<file path="src/ptcs_pkg.sv">
/*
 Constants and types for the per-port I/O pin timing clock selection block.
 Assumes a single pclk domain; clock pins arrive asynchronously and are sampled.
*/
`default_nettype none
package ptcs_pkg;
   // Register map
   localparam logic [11:0] ADDR_CTRL     = 12'h000;
   localparam logic [11:0] ADDR_STATUS   = 12'h004;
   localparam logic [11:0] ADDR_SOURCE   = 12'h008;
   // Control fields
   localparam int          CTRL_TX_LINE_TIMING_SELECT_BIT = 0;
   localparam int          CTRL_TX_FRAMER_TIMING_SELECT_BIT = 1;
   localparam int          CTRL_RX_FRAMER_TIMING_SELECT_BIT = 2;
   localparam int          CTRL_LOOP_BIT = 3;
   localparam int          CTRL_CLOCK_RATE_ADAPTER_BIT = 4;
   localparam int          CTRL_LB_LSB   = 5;
   localparam logic [7:0]  CTRL_RESET    = 8'h00;
   // Status fields: one valid-clock mask per pin group
   localparam int          STAT_TXL_LSB  = 0;
   localparam int          STAT_TXF_LSB  = 5;
   localparam int          STAT_RXF_LSB  = 10;
   localparam int          STAT_RXL_LSB  = 15;
   // Valid-clock mask bit positions
   localparam int          M_TLCLK       = 0;
   localparam int          M_TCLKO       = 1;
   localparam int          M_RCLKO       = 2;
   localparam int          M_RLCLK       = 3;
   localparam int          M_TCLKI       = 4;
   localparam logic [4:0]  MASK_NONE     = 5'h00;
   // Loopback codes
   localparam logic [2:0]  LB_NONE       = 3'h0;
   localparam logic [2:0]  LB_ANALOG     = 3'h1;
   localparam logic [2:0]  LB_LINE       = 3'h2;
   localparam logic [2:0]  LB_PAYLOAD    = 3'h3;
   localparam logic [2:0]  LB_DIAG       = 3'h4;
   localparam logic [2:0]  LB_DIAG_LINE  = 3'h6;
   // Clock sources, index into the sampled clock vector
   typedef enum logic [1:0] {SRC_RLCLK, SRC_TCLKI, SRC_ADAPT} ptcs_src_t;
   localparam int          NUM_SRC       = 3;
endpackage
`default_nettype wire

</file>
<file path="src/ptcs_clk_sense.sv">
/*
 Samples one asynchronous clock pin into pclk and reports its level and rising edge.
 Assumes the sampled clock runs well below half the pclk rate.
*/
`default_nettype none
module ptcs_clk_sense (
   // Clock and reset
   input  wire logic pclk,
   input  wire logic presetn,
   // Pin side
   input  wire logic clk_pin,
   // Sampled results
   output logic      lvl,
   output logic      rise
);
   logic meta_ff;
   logic sync_ff;
   logic last_ff;

   always_ff @(posedge pclk or negedge presetn) begin
      if (!presetn) begin
         meta_ff <= 1'b0;
         sync_ff <= 1'b0;
         last_ff <= 1'b0;
      end else begin
         meta_ff <= clk_pin;
         sync_ff <= meta_ff;
         last_ff <= sync_ff;
      end
   end

   assign lvl  = sync_ff;
   assign rise = sync_ff & ~last_ff;
endmodule
`default_nettype wire

</file>
<file path="src/ptcs_top.sv">
/*
 Per-port I/O pin timing clock selection: output clock muxing, per-group I/O flop
 clock choice, valid-clock reporting and an APB register slave.
 Assumes clock pins are slow against pclk and arrive unsynchronised.
*/
// How it works
// - Transmit line pins: select 0 uses output clock, 1 uses input clock.
// - Transmit line pins timed like tx line clock out, valid at select 0.
// - Tx line input timing without line loops: tx clock in valid if adapter selected.
// - Tx line input timing with line, payload or combined loop uses rx line clock.
// - Tx line output timing valid clocks depend on loopback code.
// - Transmit framer pins: select 0 output clock, 1 input clock.
// - Transmit framer pins timed like internal tx clock out, valid at select 0.
// - Tx framer output timing valid clocks depend on loopback code.
// - Tx framer input timing: payload loop uses rx line clock, else adapter rule.
// - Loop timing: outputs clocks valid, or rx line clock for input timing.
// - Receive line pins always sampled on rx line clock input.
// - Receive framer pins: select 0 output clock, 1 input clock.
// - Receive framer pins timed like rx clock out, valid at select 0.
// - Rx framer output timing valid clocks depend on loopback code.
// - Rx framer input timing: diagnostic loops use adapter rule, else rx line clock.
// - Each timed input is synced in two pclk stages, then captured on the sampled rise of the selected clock.
// - Each timed output launched in pclk on the sampled rise of the selected clock pin.
`default_nettype none
module ptcs_top
   import ptcs_pkg::*;
(
   // APB slave
   input  wire logic        pclk,
   input  wire logic        presetn,
   input  wire logic        psel,
   input  wire logic        penable,
   input  wire logic        pwrite,
   input  wire logic [11:0] paddr,
   input  wire logic [31:0] pwdata,
   output logic      [31:0] prdata,
   output logic             pready,
   output logic             pslverr,
   // Clock pins and adapter clock
   input  wire logic        rx_line_clock_in,
   input  wire logic        tx_clock_in,
   input  wire logic        clock_rate_adapter,
   output logic             tx_line_clock_out,
   output logic             internal_tx_clock_out,
   output logic             rx_clock_out,
   // Transmit line pins
   output logic             tx_line_positive_data,
   output logic             tx_line_negative_or_oh_mark,
   // Transmit framer pins
   input  wire logic        tx_overhead_or_serial_in,
   input  wire logic        tx_overhead_enable_in,
   input  wire logic        tx_overhead_mark_or_sof_in,
   output logic             tx_sof_or_data_enable_out,
   output logic             tx_payload_enable_out,
   // Receive line pins
   input  wire logic        rx_line_positive_data,
   input  wire logic        rx_line_negative_or_violation,
   // Receive framer pins
   input  wire logic        rx_overhead_enable_in,
   output logic             rx_serial_out,
   output logic             rx_sof_or_data_enable_out,
   // Core side
   input  wire logic        core_tx_pos,
   input  wire logic        core_tx_neg,
   input  wire logic        core_tx_sof,
   input  wire logic        core_tx_pden,
   input  wire logic        core_rx_ser,
   input  wire logic        core_rx_sof,
   output logic      [2:0]  core_tx_frm_in,
   output logic      [1:0]  core_rx_line_in,
   output logic             core_rx_ohen_in
);
   logic [7:0]         ctrl_ff;
   logic [31:0]        prdata_ff;
   logic               pready_ff, pslverr_ff;
   logic [NUM_SRC-1:0] src_pin, src_lvl, src_rise;
   logic               tx_line_timing_select, tx_framer_timing_select, rx_framer_timing_select, loop_timing_enable, clock_adapter_select;
   logic [2:0]         lbm;
   ptcs_src_t          tl_src, tco_src, rco_src;
   ptcs_src_t          txl_io, txf_io, rxf_io;
   logic [4:0]         txl_mask, txf_mask, rxf_mask, rxl_mask;
   logic               txl_edge, txf_edge, rxf_edge, rxl_edge;
   logic               tl_out_ff, tco_out_ff, rco_out_ff;
   logic [1:0]         txl_pin_ff, txf_out_ff, rxl_in_ff, rxf_out_ff;
   logic [2:0]         txf_in_ff;
   logic               rxf_in_ff;
   logic [5:0]         din_meta_ff, din_sync_ff;
   logic               apb_setup, apb_access;

   assign src_pin = {clock_rate_adapter, tx_clock_in, rx_line_clock_in};

   // Sampling of every clock source
   genvar gi;
   generate
      for (gi = 0; gi < NUM_SRC; gi++) begin : g_sense
         ptcs_clk_sense u_sense (
            .pclk    (pclk),
            .presetn (presetn),
            .clk_pin (src_pin[gi]),
            .lvl     (src_lvl[gi]),
            .rise    (src_rise[gi])
         );
      end
   endgenerate

   // Two-stage sync of the timed data pins
   always_ff @(posedge pclk or negedge presetn) begin
      if (!presetn) begin
         din_meta_ff <= 6'h00;
         din_sync_ff <= 6'h00;
      end else begin
         din_meta_ff <= {rx_overhead_enable_in, rx_line_negative_or_violation, rx_line_positive_data,
                         tx_overhead_mark_or_sof_in, tx_overhead_enable_in, tx_overhead_or_serial_in};
         din_sync_ff <= din_meta_ff;
      end
   end

   assign tx_line_timing_select  = ctrl_ff[CTRL_TX_LINE_TIMING_SELECT_BIT];
   assign tx_framer_timing_select  = ctrl_ff[CTRL_TX_FRAMER_TIMING_SELECT_BIT];
   assign rx_framer_timing_select  = ctrl_ff[CTRL_RX_FRAMER_TIMING_SELECT_BIT];
   assign loop_timing_enable = ctrl_ff[CTRL_LOOP_BIT];
   assign clock_adapter_select = ctrl_ff[CTRL_CLOCK_RATE_ADAPTER_BIT];
   assign lbm   = ctrl_ff[CTRL_LB_LSB +: 3];

   function automatic ptcs_src_t tx_base(input logic ad);
      tx_base = ad ? SRC_TCLKI : SRC_ADAPT;
   endfunction

   // Input timing picks the valid input pin, else the functional source
   function automatic ptcs_src_t io_pick(input logic ts, input logic [4:0] m, input ptcs_src_t fsrc);
      io_pick = !ts ? fsrc : m[M_RLCLK] ? SRC_RLCLK : m[M_TCLKI] ? SRC_TCLKI : fsrc;
   endfunction

   // Functional clock sources, independent of the timing selects
   always_comb begin
      tl_src  = tx_base(clock_adapter_select);
      tco_src = tx_base(clock_adapter_select);
      rco_src = SRC_RLCLK;
      if (loop_timing_enable || lbm == LB_LINE || lbm == LB_DIAG_LINE)
         tl_src = SRC_RLCLK;
      if (loop_timing_enable || lbm == LB_PAYLOAD)
         tco_src = SRC_RLCLK;
      if (!loop_timing_enable && lbm[2])
         rco_src = tx_base(clock_adapter_select);
      else if (!loop_timing_enable && lbm == LB_ANALOG && clock_adapter_select)
         rco_src = SRC_TCLKI;
   end

   // Valid clock masks, transmit line group
   always_comb begin
      txl_mask = MASK_NONE;
      if (loop_timing_enable)
         txl_mask = tx_line_timing_select ? 5'h08 : 5'h07;
      else if (!tx_line_timing_select)
         case (lbm)
            LB_DIAG:             txl_mask = 5'h07;
            LB_LINE, LB_PAYLOAD: txl_mask = 5'h05;
            LB_DIAG_LINE:        txl_mask = 5'h01;
            default:             txl_mask = 5'h03;
         endcase
      else if (lbm == LB_LINE || lbm == LB_PAYLOAD || lbm == LB_DIAG_LINE)
         txl_mask[M_RLCLK] = 1'b1;
      else
         txl_mask[M_TCLKI] = clock_adapter_select;
   end

   // Valid clock masks, transmit framer group
   always_comb begin
      txf_mask = MASK_NONE;
      if (loop_timing_enable)
         txf_mask = tx_framer_timing_select ? 5'h08 : 5'h07;
      else if (!tx_framer_timing_select)
         case (lbm)
            LB_PAYLOAD, LB_DIAG, LB_ANALOG: txf_mask = 5'h07;
            LB_DIAG_LINE:                   txf_mask = 5'h06;
            LB_NONE:                        txf_mask = 5'h03;
            default:                        txf_mask = 5'h02;
         endcase
      else if (lbm == LB_PAYLOAD)
         txf_mask[M_RLCLK] = 1'b1;
      else
         txf_mask[M_TCLKI] = clock_adapter_select;
   end

   // Valid clock masks, receive framer group
   always_comb begin
      rxf_mask = MASK_NONE;
      if (loop_timing_enable)
         rxf_mask = rx_framer_timing_select ? 5'h08 : 5'h07;
      else if (!rx_framer_timing_select)
         case (lbm)
            LB_PAYLOAD, LB_DIAG, LB_ANALOG: rxf_mask = 5'h07;
            LB_DIAG_LINE:                   rxf_mask = 5'h06;
            LB_LINE:                        rxf_mask = 5'h05;
            default:                        rxf_mask = 5'h04;
         endcase
      else if (lbm == LB_DIAG || lbm == LB_DIAG_LINE)
         rxf_mask[M_TCLKI] = clock_adapter_select;
      else
         rxf_mask[M_RLCLK] = 1'b1;
   end

   assign rxl_mask = 5'h08;

   // Per-group I/O flop clock mux
   assign txl_io   = io_pick(tx_line_timing_select, txl_mask, tl_src);
   assign txf_io   = io_pick(tx_framer_timing_select, txf_mask, tco_src);
   assign rxf_io   = io_pick(rx_framer_timing_select, rxf_mask, rco_src);
   assign txl_edge = src_rise[txl_io];
   assign txf_edge = src_rise[txf_io];
   assign rxf_edge = src_rise[rxf_io];
   assign rxl_edge = src_rise[SRC_RLCLK];

   // Output clock pins
   always_ff @(posedge pclk or negedge presetn) begin
      if (!presetn)
         {tl_out_ff, tco_out_ff, rco_out_ff} <= 3'h0;
      else
         {tl_out_ff, tco_out_ff, rco_out_ff} <= {src_lvl[tl_src], src_lvl[tco_src], src_lvl[rco_src]};
   end

   // Launch of timed outputs
   always_ff @(posedge pclk or negedge presetn) begin
      if (!presetn)
         {txl_pin_ff, txf_out_ff, rxf_out_ff} <= 6'h00;
      else begin
         if (txl_edge)
            txl_pin_ff <= {core_tx_neg, core_tx_pos};
         if (txf_edge)
            txf_out_ff <= {core_tx_pden, core_tx_sof};
         if (rxf_edge)
            rxf_out_ff <= {core_rx_sof, core_rx_ser};
      end
   end

   // Capture of timed inputs
   always_ff @(posedge pclk or negedge presetn) begin
      if (!presetn)
         {txf_in_ff, rxl_in_ff, rxf_in_ff} <= 6'h00;
      else begin
         if (txf_edge)
            txf_in_ff <= din_sync_ff[2:0];
         if (rxl_edge)
            rxl_in_ff <= din_sync_ff[4:3];
         if (rxf_edge)
            rxf_in_ff <= din_sync_ff[5];
      end
   end

   // APB slave, one wait-free access phase
   assign apb_setup  = psel & ~penable;
   assign apb_access = psel & penable & pready_ff;

   always_ff @(posedge pclk or negedge presetn) begin
      if (!presetn) begin
         pready_ff  <= 1'b0;
         pslverr_ff <= 1'b0;
         prdata_ff  <= 32'h0000_0000;
      end else begin
         pready_ff  <= apb_setup;
         pslverr_ff <= apb_setup && paddr != ADDR_CTRL && paddr != ADDR_STATUS && paddr != ADDR_SOURCE;
         if (apb_setup && !pwrite) begin
            case (paddr)
               ADDR_CTRL:   prdata_ff <= {24'h00_0000, ctrl_ff};
               ADDR_STATUS: prdata_ff <= {12'h000, rxl_mask, rxf_mask, txf_mask, txl_mask};
               ADDR_SOURCE: prdata_ff <= {20'h0_0000, rxf_io, txf_io, txl_io, rco_src, tco_src, tl_src};
               default:     prdata_ff <= 32'h0000_0000;
            endcase
         end
      end
   end

   always_ff @(posedge pclk or negedge presetn) begin
      if (!presetn)
         ctrl_ff <= CTRL_RESET;
      else if (apb_access && pwrite && paddr == ADDR_CTRL)
         ctrl_ff <= pwdata[7:0];
   end

   assign prdata                      = prdata_ff;
   assign pready                      = pready_ff;
   assign pslverr                     = pslverr_ff;
   assign tx_line_clock_out           = tl_out_ff;
   assign internal_tx_clock_out       = tco_out_ff;
   assign rx_clock_out                = rco_out_ff;
   assign tx_line_positive_data       = txl_pin_ff[0];
   assign tx_line_negative_or_oh_mark = txl_pin_ff[1];
   assign tx_sof_or_data_enable_out   = txf_out_ff[0];
   assign tx_payload_enable_out       = txf_out_ff[1];
   assign rx_serial_out               = rxf_out_ff[0];
   assign rx_sof_or_data_enable_out   = rxf_out_ff[1];
   assign core_tx_frm_in              = txf_in_ff;
   assign core_rx_line_in             = rxl_in_ff;
   assign core_rx_ohen_in             = rxf_in_ff;

   // Checks
   a_txl_out_timing: assert property (@(posedge pclk) disable iff (!presetn)
      (!tx_line_timing_select && src_rise[tl_src]) |=> tx_line_positive_data == $past(core_tx_pos))
      else $error("tx line data not launched on tx line clock");
   a_rxl_capture: assert property (@(posedge pclk) disable iff (!presetn)
      src_rise[SRC_RLCLK] |=> core_rx_line_in[0] == $past(din_sync_ff[3]))
      else $error("rx line data not captured on rx line clock");
   a_loop_rlclk: assert property (@(posedge pclk) disable iff (!presetn)
      loop_timing_enable |-> (tl_src == SRC_RLCLK && tco_src == SRC_RLCLK && rco_src == SRC_RLCLK))
      else $error("loop timing does not use rx line clock");
   a_txl_in_adapter: assert property (@(posedge pclk) disable iff (!presetn)
      (tx_line_timing_select && !loop_timing_enable && lbm == LB_NONE) |-> txl_mask[M_TCLKI] == clock_adapter_select && !txl_mask[M_RLCLK])
      else $error("tx line input timing valid clock wrong");
   a_txl_in_loop: assert property (@(posedge pclk) disable iff (!presetn)
      (tx_line_timing_select && (lbm == LB_LINE || lbm == LB_PAYLOAD)) |-> txl_io == SRC_RLCLK)
      else $error("tx line input timing not on rx line clock");
   a_txf_out_follow: assert property (@(posedge pclk) disable iff (!presetn)
      (!tx_framer_timing_select && $stable(tco_src)) |=> internal_tx_clock_out == $past(src_lvl[tco_src]))
      else $error("internal tx clock out not from its source");
   a_txf_in_payload: assert property (@(posedge pclk) disable iff (!presetn)
      (tx_framer_timing_select && !loop_timing_enable && lbm == LB_PAYLOAD) |-> txf_io == SRC_RLCLK)
      else $error("tx framer input timing not on rx line clock");
   a_rxf_in_diag: assert property (@(posedge pclk) disable iff (!presetn)
      (rx_framer_timing_select && !loop_timing_enable && lbm == LB_DIAG && clock_adapter_select) |-> rxf_io == SRC_TCLKI)
      else $error("rx framer input timing not on tx clock in");
   a_rxf_launch: assert property (@(posedge pclk) disable iff (!presetn)
      rxf_edge |=> rx_serial_out == $past(core_rx_ser))
      else $error("rx serial not launched on selected clock");
   a_sel_no_func: assert property (@(posedge pclk) disable iff (!presetn)
      ($changed(tx_line_timing_select) && $stable(lbm) && $stable(loop_timing_enable) && $stable(clock_adapter_select)) |-> $stable(tl_src))
      else $error("timing select changed a functional clock");
   a_apb_ready: assert property (@(posedge pclk) disable iff (!presetn)
      (psel && !penable) |=> pready ##1 !pready)
      else $error("apb ready not a single cycle after setup");
endmodule
`default_nettype wire

</file>
<file path="config.mk">
export PLATFORM = sky130hd
export DESIGN_NAME = ptcs_top
export DESIGN_NICKNAME = d
export VERILOG_FILES = /design/src/ptcs_pkg.sv /design/src/ptcs_clk_sense.sv /design/src/ptcs_top.sv
export SDC_FILE = /design/constraint.sdc
export NUM_CORES = 1
export LEC_CHECK = 0
export BUFFER_PORTS_ARGS = -buffer_cell sky130_fd_sc_hd__buf_2
export CAP_MARGIN = 20
export CORE_MARGIN = 3
export CORE_UTILIZATION = 40
export CTS_CLUSTER_DIAMETER = 200
export DETAILED_ROUTE_END_ITERATION = 10
export PLACE_DENSITY = 0.71
export SLEW_MARGIN = 20
export SYNTH_ARGS = -nofsm -noshare
export SYNTH_HDL_FRONTEND = slang
export SYNTH_SLANG_ARGS = --single-unit
</file>
<file path="constraint.sdc">
create_clock -name pclk -period 1.5 [get_ports pclk]
set_input_delay 0.225 -clock pclk [delete_from_list [all_inputs] [get_ports pclk]]
set_output_delay 0.225 -clock pclk [all_outputs]
set_load 0.1 [all_outputs]
</file>
Word-level counts from Yosys, hierarchy flattened
Cells that the tools add are included.

word-level totals
  flip-flop bits (word level) = 78
  input port bits = 64
  output and inout port bits = 49
  logic and storage cells = 119

cells by class
  $lt $le $gt $ge = 6
  eq/ne operators = 9
  mux-type cells = 48
  bitwise logic cells = 10
  reduce and logical (&&, ||, !) cells = 22

operators with widths
  kind                                                                           count
  19-bit case mux with 3 select lines                                            1
  2-bit 2-to-1 mux                                                               16
  2-bit by 3-bit less-than comparator with 1-bit output (second input constant)  6
  3-bit case mux with 3 select lines                                             2
  5-bit 2-to-1 mux                                                               3
  1-bit 2-to-1 mux                                                               13
  1-bit binary-select mux with 2-bit select                                      6
  12-bit by 3-bit == test with 1-bit output (second input constant)              1
  12-bit by 4-bit == test with 1-bit output (second input constant)              1
  12-bit zero test                                                               1
  4-bit 2-to-1 mux                                                               3
  12-bit by 3-bit inequality test with 1-bit output (second input constant)      1
  12-bit by 4-bit inequality test with 1-bit output (second input constant)      1
  12-bit nonzero test                                                            1
  1-bit logical AND                                                              9
  3-bit 2-to-1 mux                                                               3
  1-bit AND                                                                      6
  3-bit by 2-bit == test with 1-bit output (second input constant)               2
  3-bit == test (second input constant)                                          2
  1-bit logical OR                                                               6
  2-bit case mux with 3 select lines                                             1
  1-bit NOT                                                                      4
  3-bit by 1-bit == test with 1-bit output (second input constant)               1
  3-bit zero test                                                                1
  other kinds (3)                                                                4

Depth between registers and ports, before layout
  depth after elaboration = 11
  mapped depth = 7
  depth with buffers taken out = 5

Hierarchy
Synthesis repeated with hierarchy kept, for this count alone.

unflattened totals
  cells, all modules = 248
  area total of the unflattened synthesis = 2849.0 µm²

by module, submodules not included
  module          times used  cells an instance  area each (µm²)  sequential area each (µm²)
  ptcs_top        1           236                2582.5           1326.3
  ptcs_clk_sense  3           4                  88.8             75.1

Worst setup path after synthesis
No wires, ideal clock.

  path type = register to register
  start = register pready_ff, in the netlist pready
  end = register ctrl_ff[0]
  setup time = 125 ps
  arrival = 1905 ps
  data required time = 1375 ps
  setup slack = -530 ps
  cell stages (with the launch flop) = 4
  path buffers = 0
  period minus slack after synthesis = 2030 ps
  cells stage by stage = dfrtp_1 -> nand4_1 -> nor3b_4 -> mux2_2

on the way
  word-level cells in the longest chain between the ends = 3

ends and longest elaborated chain
  element                         RTL line         source
  start: declaration              ptcs_top.sv:75   logic pready_ff, pslverr_ff;
  start signal: assignment        ptcs_top.sv:260  pready_ff <= apb_setup;
  1-bit AND                       ptcs_top.sv:252  assign apb_access = psel & penable & pready_ff;
  1-bit logical AND (2 in a row)  ptcs_top.sv:276  else if (apb_access && pwrite && paddr == ADDR_CTRL)
  end signal: assignment          ptcs_top.sv:277  ctrl_ff <= pwdata[7:0];
  end: declaration                ptcs_top.sv:73   logic [7:0] ctrl_ff;

Every way passes these cells.
A chain may end at the register's enable or synchronous reset.

Worst setup path after layout
  start = register ctrl_ff[5]
  end = register rxf_out_ff[1]

on the way
  word-level cells in the longest chain between the ends = 10
  elaborated cells on any way between the ends = 17
  classes of those cells = eq/ne: 3; mux: 11; reduce/logical: 3

ends and longest elaborated chain
  element                                                                           RTL line                          source
  3-bit == test / 3-bit by 1-bit == test with 1-bit output (equally long branches)  ptcs_top.sv:197, ptcs_top.sv:145
  1-bit logical OR / 1-bit logical AND (equally long branches)                      ptcs_top.sv:197, ptcs_top.sv:145
  1-bit 2-to-1 mux / 1-bit logical AND (equally long branches)                      ptcs_top.sv:197, ptcs_top.sv:145
  2-bit 2-to-1 mux / 1-bit 2-to-1 mux (equally long branches)                       ptcs_top.sv:190, ptcs_top.sv:145
  5-bit 2-to-1 mux / 2-bit 2-to-1 mux (equally long branches)                       ptcs_top.sv:188, ptcs_top.sv:143
  2-bit 2-to-1 mux (2 in a row)                                                     ptcs_top.sv:131                   io_pick = !ts ? fsrc : m[M_RLCLK] ? SRC_RLCLK : m[M_TCLKI] ? SRC_TCLKI : fsrc;
  2-bit 2-to-1 mux (*)                                                              ptcs_top.sv:131
  1-bit binary-select mux with 2-bit select (*)                                     ptcs_top.sv:211                   assign rxf_edge = src_rise[rxf_io];
  1-bit 2-to-1 mux (implied by the code) (*)                                        ptcs_top.sv:211
  end signal: assignment                                                            ptcs_top.sv:232                   rxf_out_ff <= {core_rx_sof, core_rx_ser};
  end: declaration                                                                  ptcs_top.sv:84                    logic [1:0] txl_pin_ff, txf_out_ff, rxl_in_ff, rxf_out_ff;

Mark *: on every way between the ends. The rest lies on a longest branch, timed or not. The select of a mux whose other input is x is not followed.

==> results.ini <==
[floorplanning]
core_region_area_um2 = 6490
die_height_um = 88.8
top_level_ports = 113
width_of_the_die_um = 88.8
initial_core_util = 0.422
die-area_um2 = 7880
number_of_placement_rows = 29

[logic_synthesis]
yosysTopAreaCell = sky130_fd_sc_hd__dfrtp_1
fraction_of_the_yosys_area_taken_by_sequential_cells = 0.566
postSynth.asyncResetShare = 1.00
post_synth_top_area_share = 0.566
yosys_warnings = 0
dominantRegCellSynth = sky130_fd_sc_hd__dfrtp_1
synthTopCellsByArea = sky130_fd_sc_hd__dfrtp_1 (57%), sky130_fd_sc_hd__mux2_2 (8.2%), sky130_fd_sc_hd__buf_4 (4.7%)
synthesis.instances = 236
synth_area_per_cell_um2 = 11.6
number_of_storage_elements_in_the_synthesis_netlist = 62
synth.cell_area_um2 = 2740
synth.lib_cells_used.distinct = 43
synth_edf_count = 0

[worst_setup_path]
startpoint_type = flop
ff2ff_path_depth = 7
worst_r2r_startpoint = ctrl_ff[5]
crit_path_top_delay_cell = sky130_fd_sc_hd__dfrtp_1
timing.critical_path.depth = 7
crit_path_end = rxf_out_ff[1]
crit_arrival_ns = 1.94
critPathRequiredTime_ns = 1.73
setup_slack_reg_to_reg_ns = -0.21
worstPathMaxFanout = 3
cells_along_the_critical_path = nor2b_1, o211ai_1, buf_4, mux2i_1, a21oi_2, buf_6, mux2_4
cp_num_buf_inv = 2
setup.worst_path.start = ctrl_ff[5]
timing_worst_setup_path_type = reg2reg
max_stage_delay_ns = 0.37
category_of_the_worst_setup_path_capture_point = flop
gate_family_responsible_for_the_most_delay_along_the_worst_path = multiplexers
worst_r2r_end = rxf_out_ff[1]

[timing]
period_needed_ns = 1.71
final.setup.worst_slack_ns = -0.210
timing.fmax_mhz = 585
rsz0062_at_grt = yes
final.period_utilization = 1.14
finalHoldViolations = 0
timing_max_transition_violations_final = 0
report.final.setup_viol = 12
final.setup_skew_ns = 0.0145

[cts]
htree_num_levels = 3
clock_path_buffers = 2
tritoncts_num_sinks = 62
clock_latency_of_the_later_clocked_register_in_the_worst_skew_pair_ns = 0.35
tritoncts = built
clock_buffer_count_from_cts = 9
cts.root.buffer_cell = sky130_fd_sc_hd__clkbuf_8
clock_slew_seen_by_the_registers_of_the_worst_setup_and_hold_paths_ns = 0.07

[global_routing]
initial_antenna_violation_count = 0
overflow = 0
grt_max_degree = 63
grt_first_pass_wirelength_mm = 11.1
first_global_vias = 2268
global_route.usage.total = 0.185

[routing]
detail_route.drc_violations = 0
first_pass_iters = 4
final_antenna_net_count = 0
viasPerCell = 4.99
drt_iter0_drc = 148
wl_mm = 6.83
routedWlPerCell_um = 15.0
vias_post_dr = 2282

[pwr]
totalPowerFinal_mw = 4.21
max_rail_drop_vdd_mv = 0.708
power_density_nw_per_um2 = 1020
power.static_leakage_nw = 2.02

[placed_design]
hpwl_after_detailed_placement_mm = 4.85
post-place-ws_ns = -0.276
routabilityCongestion = 0.899
port_buffers = 72

[outcome]
failed_checks = negative setup slack
status = finished, violations left

[final_layout]
insertedDiodeCount = 0
fin_nets = 439
share_of_layout_cells_above_drive_strength_1 = 0.534
area_delta_synth_final_pct = 49.8
final_util = 0.632

[worst_hold_path]
type_of_the_tightest_min_delay_check = in2reg

[flow_run]
cap_violations = 0

worst register-to-register path, cell delays in order (launching register included):
cell                       delay (ns)
sky130_fd_sc_hd__dfrtp_1         0.37
sky130_fd_sc_hd__nor2b_1         0.14
sky130_fd_sc_hd__o211ai_1        0.20
sky130_fd_sc_hd__buf_4           0.18
sky130_fd_sc_hd__mux2i_1         0.22
sky130_fd_sc_hd__a21oi_2         0.08
sky130_fd_sc_hd__buf_6           0.13
sky130_fd_sc_hd__mux2_4          0.29
sequential cells by signal (all words and copies together), names as in the netlist:
register                 cells
din_sync_ff                  6
rxf_out_ff                   2
internal_tx_clock_out        1
core_tx_frm_in               3
pslverr                      1
g_sense.u_sense.last_ff      3
pready                       1
core_rx_ohen_in              1
din_meta_ff                  6
rx_clock_out                 1
txl_pin_ff                   2
g_sense.u_sense.meta_ff      3
ctrl_ff                      8
core_rx_line_in              2
tx_line_clock_out            1
prdata                      16
g_sense.u_sense.lvl          3
txf_out_ff                   2
what timing repair did:
action                                 CTS  global route
hold buffers                            10             0
setup endpoints to repair               15            21
pin swaps                                5             6
endpoints found under the hold margin   71             0
gates resized for setup                 20            24
setup buffers                            4             6
layout make-up:
type	count	area, um2
clock buffers	9	124
multi-input cells	162	1310
repair buffers	138	928
clock inverters	7	77.6
inverters	2	7.51
flip-flops and latches	62	1560
well taps	77	96.3
fillers	501	2390
cell families after synthesis:
logic type,Yosys count,share of synthesized area
and+or+nand+nor,71,0.142
DFF,62,0.566
AOI/OAI and AO/OA,51,0.132
buffers and inverters,27,0.0621
muxes,23,0.0932
xor gates and xnor gates,1,0.00320
other,1,0.00137
synthesized netlist by cell type (all sizes together) (2+ instances only):
cell type	count
or2	2
inv	2
a22o	7
and2	2
nor4	3
o211ai	2
a22oi	4
clkbuf	4
o31ai	5
o32ai	4
o21ai	12
buf	21
nor2b	7
mux2	20
nor3b	3
o311ai	2
nand4	2
a32o	2
nor2	5
nand2	34
nor3	3
a21oi	7
mux2i	3
dfrtp	62
nand2b	6
per-stage QoR:
step / area [um2] / hold slack [ns] / std cells / TNS, ns
floorplan: 2900 / -0.0706 / 251 / -1.39
global placement: 3550 / 0.250 / 421 / -4.28
detailed placement: 3550 / 0.257 / 421 / -5.54
CTS: 3960 / 0.0604 / 451 / -1.38
global route: 4110 / 0.0832 / 457 / -2.21
finish: 4110 / 0.0769 / 457 / -1.31
power breakdown:
part / leakage [nW] / total, mW / switching [mW] / internal [mW]
Clock: 0.101 / 1.50 / 0.710 / 0.786
Sequential: 0.773 / 1.79 / 0.0369 / 1.75
Combinational: 1.15 / 0.919 / 0.720 / 0.199
Total: 2.02 / 4.21 / 1.47 / 2.74
cells in the final DEF (no fill, tap or decap), drive strengths merged, types with 2 or more instances in the layout:
| cell | count |
|---|---|
| a21oi | 7 |
| a22o | 7 |
| a22oi | 4 |
| a32o | 2 |
| and2 | 2 |
| buf | 128 |
| clkbuf | 9 |
| conb | 16 |
| dfrtp | 62 |
| dlygate4sd3 | 10 |
| inv | 6 |
| mux2 | 20 |
| mux2i | 3 |
| nand2 | 34 |
| nand2b | 6 |
| nand4 | 2 |
| nor2 | 5 |
| nor2b | 7 |
| nor3 | 3 |
| nor3b | 3 |
| nor4 | 3 |
| o211ai | 2 |
| o21ai | 12 |
| o311ai | 2 |
| o31ai | 5 |
| o32ai | 4 |
| or2 | 2 |
layer usage:
metal  GRT usage  vias up  part of all wire
met1       0.249     1111              0.44
met4      0.0742        0             0.016
met3      0.0447       12             0.054
met2       0.287       68              0.49
li1            -     1091                 -
met5           0        -                 0
how the worst min path moves through the flow:
| stage | end | slack, ns | start | depth (start not counted) |
|---|---|---|---|---|
| final | pready | 0.08 | penable | 2 |
| after global routing | pready | 0.08 | penable | 2 |
| after CTS | pready | 0.06 | penable | 2 |
| after detailed placement | core_tx_frm_in[0] | 0.26 | presetn | 2 |
| after global placement | txf_out_ff[1] | 0.25 | presetn | 2 |
| after floorplan | core_rx_line_in[0] | -0.07 | presetn | 0 |
Note: power is estimated with default switching activity, not from simulation.
